**src/fault_pkg.sv**
```systemverilog
// Constants for the step sequencing and fault indication logic.
package fault_pkg;
   localparam int unsigned CLK_HZ = 125000000;
   localparam real PERIOD_S = 3.0;
   localparam int unsigned PERIOD_CYCLES = 375000000;
   localparam real SLOT_MS = 250.0;
   localparam int unsigned SLOT_CYCLES = 31250000;
   localparam int unsigned SLOTS_PER_PERIOD = 12;
   localparam logic [2:0] FLASH_NONE = 3'h0;
   localparam logic [2:0] FLASH_OVER_CURRENT = 3'h1;
   localparam logic [2:0] FLASH_OVER_VOLTAGE = 3'h2;
   localparam logic [2:0] FLASH_SHORT = 3'h4;
   localparam real SETUP_US = 5.0;
   localparam int unsigned SETUP_CYCLES = 625;
endpackage

```
**src/flash_pattern_if.sv**
```systemverilog
// Interface carrying the flash request and indicator state between the fault core and the flasher.
interface flash_pattern_if;
   logic [2:0] flash_count;
   logic period_tick;
   logic indicator_on;

   modport core (
      output flash_count,
      input period_tick,
      input indicator_on
   );

   modport flasher (
      input flash_count,
      output period_tick,
      output indicator_on
   );
endinterface

```
**src/step_fault_core.sv**
```systemverilog
// Step input conditioning, fault latching and fault indicator for a stepping driver.
module step_fault_core #(
   parameter int unsigned SLOT_CYCLES = fault_pkg::SLOT_CYCLES
) (
   input wire logic sys_clk,
   input wire logic rst_n,
   input wire logic step_strobe,
   input wire logic rotation_sense,
   input wire logic output_permit,
   input wire logic over_current_trip,
   input wire logic over_voltage_trip,
   input wire logic motor_line_fault,
   output logic step_pulse,
   output logic step_dir,
   output logic windings_enable,
   output logic fault_led,
   output logic [2:0] fault_code
);
   typedef enum logic [1:0] {
      ST_RUN = 2'b01,
      ST_FAULT = 2'b10
   } state_e;

   // Shifts one new pin sample into a two-stage synchroniser chain.
   // Every pin uses it, so that no chain can end up shorter than the others.
   function automatic logic [1:0] shift_in(input logic [1:0] chain, input logic pin);
      shift_in = {chain[0], pin};
   endfunction

   // Every pin arrives from outside this clock domain, so only bit 1 of a chain is read.
   logic [1:0] s_step;
   logic [1:0] s_dir;
   logic [1:0] s_perm;
   logic [1:0] s_oc;
   logic [1:0] s_ov;
   logic [1:0] s_sc;
   logic [1:0] next_s_step;
   logic [1:0] next_s_dir;
   logic [1:0] next_s_perm;
   logic [1:0] next_s_oc;
   logic [1:0] next_s_ov;
   logic [1:0] next_s_sc;

   // Latched faults and the state that they force.
   logic oc;
   logic ov;
   logic sc;
   logic next_oc;
   logic next_ov;
   logic next_sc;
   state_e state;
   state_e next_state;
   logic next_windings;

   // Step edge detector and direction register.
   logic step_prev;
   logic next_step_prev;
   logic next_step_pulse;
   logic next_step_dir;

   // The live priority code, and the code held for the running period.
   logic [2:0] live_code;
   logic [2:0] code;
   logic [2:0] next_code;
   logic [2:0] next_fault_code;
   logic next_fault_led;

   flash_pattern_if fp ();

   // The flasher owns the period timing; this core only tells it how many flashes to show.
   led_flasher #(
      .SLOT_CYCLES(SLOT_CYCLES),
      .SLOTS(fault_pkg::SLOTS_PER_PERIOD)
   ) u_flasher (
      .sys_clk(sys_clk),
      .rst_n(rst_n),
      .fp(fp)
   );

   // Input synchronisers. A metastable first stage never reaches logic; the price is two
   // cycles of latency on every pin, far inside the controller's setup margins.
   always_comb begin
      next_s_step = shift_in(s_step, step_strobe);
      next_s_dir = shift_in(s_dir, rotation_sense);
      next_s_perm = shift_in(s_perm, output_permit);
      next_s_oc = shift_in(s_oc, over_current_trip);
      next_s_ov = shift_in(s_ov, over_voltage_trip);
      next_s_sc = shift_in(s_sc, motor_line_fault);
   end

   // Reset empties the chains, so the first samples after reset are fresh ones.
   always_ff @(posedge sys_clk) begin
      if (!rst_n) begin
         s_step <= 2'h0;
         s_dir <= 2'h0;
         s_perm <= 2'h0;
         s_oc <= 2'h0;
         s_ov <= 2'h0;
         s_sc <= 2'h0;
      end else begin
         s_step <= next_s_step;
         s_dir <= next_s_dir;
         s_perm <= next_s_perm;
         s_oc <= next_s_oc;
         s_ov <= next_s_ov;
         s_sc <= next_s_sc;
      end
   end

   // Fault latches and the run or fault state. The windings drop one cycle after the
   // state turns, about four cycles after a trip reaches its pin.
   // Nothing but reset, which stands for a power cycle, clears a latch.
   always_comb begin
      next_oc = oc | s_oc[1];
      next_ov = ov | s_ov[1];
      next_sc = sc | s_sc[1];
      next_state = (next_oc | next_ov | next_sc) ? ST_FAULT : ST_RUN;
      case (state)
         ST_RUN: begin
            // An open permit input reads high through the board pull-up.
            next_windings = s_perm[1];
         end
         ST_FAULT: begin
            next_windings = 1'b0;
         end
         default: begin
            // Unreachable codes drop the windings, which is the safe side.
            next_windings = 1'b0;
         end
      endcase
   end

   // Latches and the winding drive register here; only reset clears the latches.
   always_ff @(posedge sys_clk) begin
      if (!rst_n) begin
         oc <= 1'b0;
         ov <= 1'b0;
         sc <= 1'b0;
         state <= ST_RUN;
         windings_enable <= 1'b0;
      end else begin
         oc <= next_oc;
         ov <= next_ov;
         sc <= next_sc;
         state <= next_state;
         windings_enable <= next_windings;
      end
   end

   // Step edge detection. The detector resets low, the idle level of the strobe, so that
   // no false step follows reset. Steps are taken only while permitted and healthy.
   // A rising pin edge shows as a one-cycle pulse three cycles later.
   always_comb begin
      next_step_prev = s_step[1];
      next_step_pulse = s_step[1] & ~step_prev & s_perm[1] & (state == ST_RUN);
      next_step_dir = s_dir[1];
   end

   always_ff @(posedge sys_clk) begin
      if (!rst_n) begin
         step_prev <= 1'b0;
         step_pulse <= 1'b0;
         step_dir <= 1'b0;
      end else begin
         step_prev <= next_step_prev;
         step_pulse <= next_step_pulse;
         step_dir <= next_step_dir;
      end
   end

   // Priority picks the single fault to show.
   always_comb begin
      if (oc) begin
         live_code = fault_pkg::FLASH_OVER_CURRENT;
      end else if (ov) begin
         live_code = fault_pkg::FLASH_OVER_VOLTAGE;
      end else if (sc) begin
         live_code = fault_pkg::FLASH_SHORT;
      end else begin
         live_code = fault_pkg::FLASH_NONE;
      end
      // The flashed code only changes at a period boundary so a pattern is never cut short; fault_code follows the live code.
      // The price is that a new fault may wait up to one whole period before it is flashed.
      next_code = code;
      if (fp.period_tick) begin
         next_code = live_code;
      end
      next_fault_code = live_code;
      next_fault_led = fp.indicator_on;
   end

   // The indicator copy adds one cycle of delay so that the pin comes from a flip-flop.
   always_ff @(posedge sys_clk) begin
      if (!rst_n) begin
         code <= fault_pkg::FLASH_NONE;
         fault_led <= 1'b0;
         fault_code <= fault_pkg::FLASH_NONE;
      end else begin
         code <= next_code;
         fault_led <= next_fault_led;
         fault_code <= next_fault_code;
      end
   end

   // The flasher reads the held code, never the live one.
   assign fp.flash_count = code;
endmodule // step_fault_core

```
**src/led_flasher.sv**
```systemverilog
// Flasher that lights the indicator a given number of times in each period.
module led_flasher #(
   parameter int unsigned SLOT_CYCLES = fault_pkg::SLOT_CYCLES,
   parameter int unsigned SLOTS = fault_pkg::SLOTS_PER_PERIOD
) (
   input wire logic sys_clk,
   input wire logic rst_n,
   flash_pattern_if.flasher fp
);
   logic [31:0] cyc;
   logic [31:0] next_cyc;
   logic [4:0] slot;
   logic [4:0] next_slot;
   logic lit;
   logic next_lit;
   logic tick;
   logic next_tick;

   always_comb begin
      next_cyc = cyc + 32'h1;
      next_slot = slot;
      next_tick = 1'b0;
      if (cyc >= SLOT_CYCLES - 1) begin
         next_cyc = 32'h0;
         if (slot >= 5'(SLOTS - 1)) begin
            next_slot = 5'h0;
            next_tick = 1'b1;
         end else begin
            next_slot = slot + 5'h1;
         end
      end
      // Even slots carry the flashes; an all-dark period means no fault.
      next_lit = (next_slot[0] == 1'b0) && (next_slot[4:1] < {1'b0, fp.flash_count});
   end

   always_ff @(posedge sys_clk) begin
      if (!rst_n) begin
         cyc <= 32'h0;
         slot <= 5'h0;
         lit <= 1'b0;
         tick <= 1'b0;
      end else begin
         cyc <= next_cyc;
         slot <= next_slot;
         lit <= next_lit;
         tick <= next_tick;
      end
   end

   assign fp.indicator_on = lit;
   assign fp.period_tick = tick;
endmodule // led_flasher

```
**config.mk**
```make
export PLATFORM = sky130hd
export DESIGN_NAME = step_fault_core
export DESIGN_NICKNAME = d
export VERILOG_FILES = /design/src/fault_pkg.sv /design/src/flash_pattern_if.sv /design/src/step_fault_core.sv /design/src/led_flasher.sv
export SDC_FILE = /design/constraint.sdc
export NUM_CORES = 1
export LEC_CHECK = 0
export ABC_AREA = 1
export BUFFER_PORTS_ARGS = -buffer_cell sky130_fd_sc_hd__buf_2
export CAP_MARGIN = 15
export CORE_MARGIN = 4
export CORE_UTILIZATION = 39
export DETAILED_ROUTE_END_ITERATION = 10
export MAX_ROUTING_LAYER = met4
export PLACE_DENSITY = 0.65
export RECOVER_POWER = 100
export SYNTH_ARGS = -nofsm -noshare
export SYNTH_HDL_FRONTEND = slang
export SYNTH_SLANG_ARGS = --single-unit
```
**constraint.sdc**
```tcl
create_clock -name sys_clk -period 2.38 [get_ports sys_clk]
set_input_delay 0.714 -clock sys_clk [delete_from_list [all_inputs] [get_ports sys_clk]]
set_output_delay 0.714 -clock sys_clk [all_outputs]
set_load 0.05 [all_outputs]
```
==> results.json <==
{
  "fin_crit_ns": 2.14,
  "grt_pass1_vias": 1850,
  "diodes": 0,
  "path_clk_slew_ns": 0.07,
  "clock_skew_ns": 0.00891,
  "p_sw_uw": 502,
  "die_y_um": 90.6,
  "hold_class": "reg -> reg",
  "p_comb_share_pct": 3.4,
  "cts-buffers-inserted": 9,
  "end_kind": "flip-flop",
  "vias_per_cell": 4.47,
  "boundaryPins": 15,
  "nNetsFinal": 378,
  "cp.arrival_ns": 2.41,
  "coreArea_um2": 6490,
  "wl_met2_um": 2030,
  "drtIter0Drc": 95,
  "drive_gt1_share_pct": 14.0,
  "intPower_mw": 1.77,
  "ys_seq_area_share_pct": 50.5,
  "yosys_warnings": 0,
  "clkPwrFrac_pct": 45.4,
  "clock_sinks": 67,
  "antenna_found_initial": 0,
  "met1_length_um": 2230,
  "areaGrowthSynthToFinish_pct": 15.4,
  "powerDensity_nw_per_um2": 741,
  "critPathLaunchType": "flip-flop",
  "firstDrtPassIters": 4,
  "drc": 0,
  "wl_um": 4440,
  "hold_buffers": 0,
  "grt_pass1_wl_um": 7670,
  "cts_root_buffer": "clkbuf_8",
  "ys_types": 28,
  "rsz0062_at_grt": "no",
  "yosys_register_bits": 67,
  "met3_length_um": 122,
  "place_congestion": 0.827,
  "hpwl_um": 3140,
  "htreeDepth": 3,
  "cts_tree": "yes",
  "portBuffers": 14,
  "clkLatencyLatePin_ns": 0.34,
  "swShare_pct": 22.1,
  "grt_max_degree": 24,
  "synth-edff-count": 0,
  "syn-cell-area_um2": 2660,
  "rows": 29,
  "path_class": "reg -> reg",
  "setup_viol": 0,
  "globalRouteOverflowTotal": 0,
  "outcome": "finished, final reports clean",
  "synthFlopType": "dfxtp_1",
  "fin_total_pwr_mw": 2.27,
  "max_freq_mhz": 467,
  "relSlewSlack_pct": 41.6,
  "finalCritPeriodShare_pct": 89.9,
  "synthArstFlopShare_pct": 0,
  "leakage_nw": 1.30,
  "nFillCells": 637,
  "synthCells": 336,
  "worst_pin_slew_ns": 0.876,
  "initial_utilization_pct": 40.9,
  "vias": 2001,
  "crit_fanout": 8,
  "wl_per_cell_um": 9.91,
  "ir_worst_vdd_mv": 0.475,
  "setup_tns_ns": 0,
  "required_ns": 2.65,
  "drv_cap": 0,
  "clock_path_buffers": 2,
  "top_layer": "met4",
  "antenna_left": 0,
  "timing.final.hold_violations": 0,
  "globalRouteTotalUtil_pct": 11.8,
  "fp.dieW_um": 90.6,
  "dieArea_um2": 8200,
  "avgSynthCellArea_um2": 7.91,
  "p_seq_share_pct": 51.2,
  "slew_viol_final": 0
}
## what timing repair did
| action | CTS | global route |
|---|---|---|
| endpoints found under the setup margin | 0 | 1 |
| buffers inserted | 0 | 1 |
| gates resized for setup | 0 | 5 |
## layout by cell type (no fill, tap or decap), types with 4 or more instances in the layout
cell      synthesis  final
a21oi_1          16     16
buf_2             2      6
clkbuf_1          3     12
clkbuf_8          0      9
conb_1            1      7
dfxtp_1          67     66
inv_1            55     55
nand2_1          67     66
nand3_1          12     12
nand4_1           5      5
nor2_1           47     47
nor2_2            5      5
nor2_4            4      4
nor3_1            7      6
o21ai_0           8      8
or2_2             5      5
xnor2_1           8      8
xor2_1            4      4
## path summary, 6_finish.rpt
check                                      start                        end  slack [ns]  cells after the start
worst min register to register         step_prev                 step_pulse        0.38                      1
worst max register to register  u_flasher.cyc[0]  u_flasher.fp.indicator_on        0.24                     17
worst min-delay path                   step_prev                 step_pulse        0.38                      1
worst max-delay path            u_flasher.cyc[0]  u_flasher.fp.indicator_on        0.24                     17
## synthesized netlist by cell type, types with 5 or more instances
| master | instances | area (um^2) |
|---|---|---|
| a21oi_1 | 16 | 80.1 |
| dfxtp_1 | 67 | 1340 |
| inv_1 | 55 | 206 |
| nand2_1 | 67 | 251 |
| nand3_1 | 12 | 60.1 |
| nand4_1 | 5 | 31.3 |
| nor2_1 | 47 | 176 |
| nor2_2 | 5 | 31.3 |
| nor3_1 | 7 | 35.0 |
| o21ai_0 | 8 | 40.0 |
| or2_2 | 5 | 31.3 |
| xnor2_1 | 8 | 70.1 |
## metrics by stage
stage / worst slack, ns / instance area [um^2] / hold WS (ns) / utilization, % / std cells
after floorplan: 0.277 / 2680 / 0.367 / - / 342
after global placement: 0.170 / 2850 / 0.370 / 43.8 / 431
after detailed placement: 0.124 / 2850 / 0.376 / 43.8 / 431
after CTS: 0.111 / 3060 / 0.387 / 47.2 / 447
after global routing: 0.000145 / 3070 / 0.402 / 47.2 / 448
final: 0.240 / 3070 / 0.383 / 47.2 / 448
## sequential cells by signal (all words and copies together) (netlist names), 2 cells and up
signal and count:
u_flasher.cyc 32, u_flasher.slot 5, code 3, fault_code 3, s_dir 2, s_oc 2, s_ov 2, s_perm 2
s_sc 2, s_step 2, state 2
## worst max-delay path, cell delays in order (launching register included)
cell	delay, ns
dfxtp_2	0.33
ha_2	0.19
nand3_2	0.09
nand2_1	0.05
nand2_1	0.05
nand2_1	0.05
nand2_1	0.05
nand2_1	0.06
nand2_2	0.09
nand2_4	0.07
a31o_2	0.21
nand2_1	0.07
inv_1	0.04
ha_1	0.16
or2_2	0.28
nor2_1	0.10
nand2_1	0.05
a21oi_1	0.10
## power groups by stage
stage / clock [mW] / sequential [mW] / combinational, mW
after CTS: 1.06 / 1.16 / 0.0813
final: 1.03 / 1.16 / 0.0783
after detailed placement: 0 / 1.19 / 0.0806
after global routing: 1.11 / 1.17 / 0.0914
after floorplan: 0 / 1.20 / 0.0496
after global placement: 0 / 1.19 / 0.0777
## kinds of logic (layout without fill, tap and decap cells)
kind of cell	count (synthesis)	after routing	share of synthesized area, %
flops	67	67	50.5
buf+inv	60	89	8.57
xor+xnor	12	12	3.95
fa+ha+maj	4	4	1.88
simple gates	167	167	30.1
compound gates	25	25	4.85
other cells	1	7	0.141
## routing by layer
| metal | GRT usage (%) | vias to the layer above |
|---|---|---|
| li1 | - | 1085 |
| met2 | 19.0 | 24 |
| met1 | 13.1 | 888 |
| met3 | 4.75 | 4 |
| met4 | 4.21 | 0 |
| met5 | - | - |
## cell type report
cell class,count,area [um^2],share of cell area [%]
Clock buffer,10,128,4.16
Multi-Input combinational cell,215,1130,36.7
Sequential cell,67,1340,43.8
Inverter,55,206,6.73
Clock inverter,6,88.8,2.90
Timing Repair Buffer,18,78.8,2.57
Tap cell,77,96.3,3.14
Power figures use the tool's default switching activity.
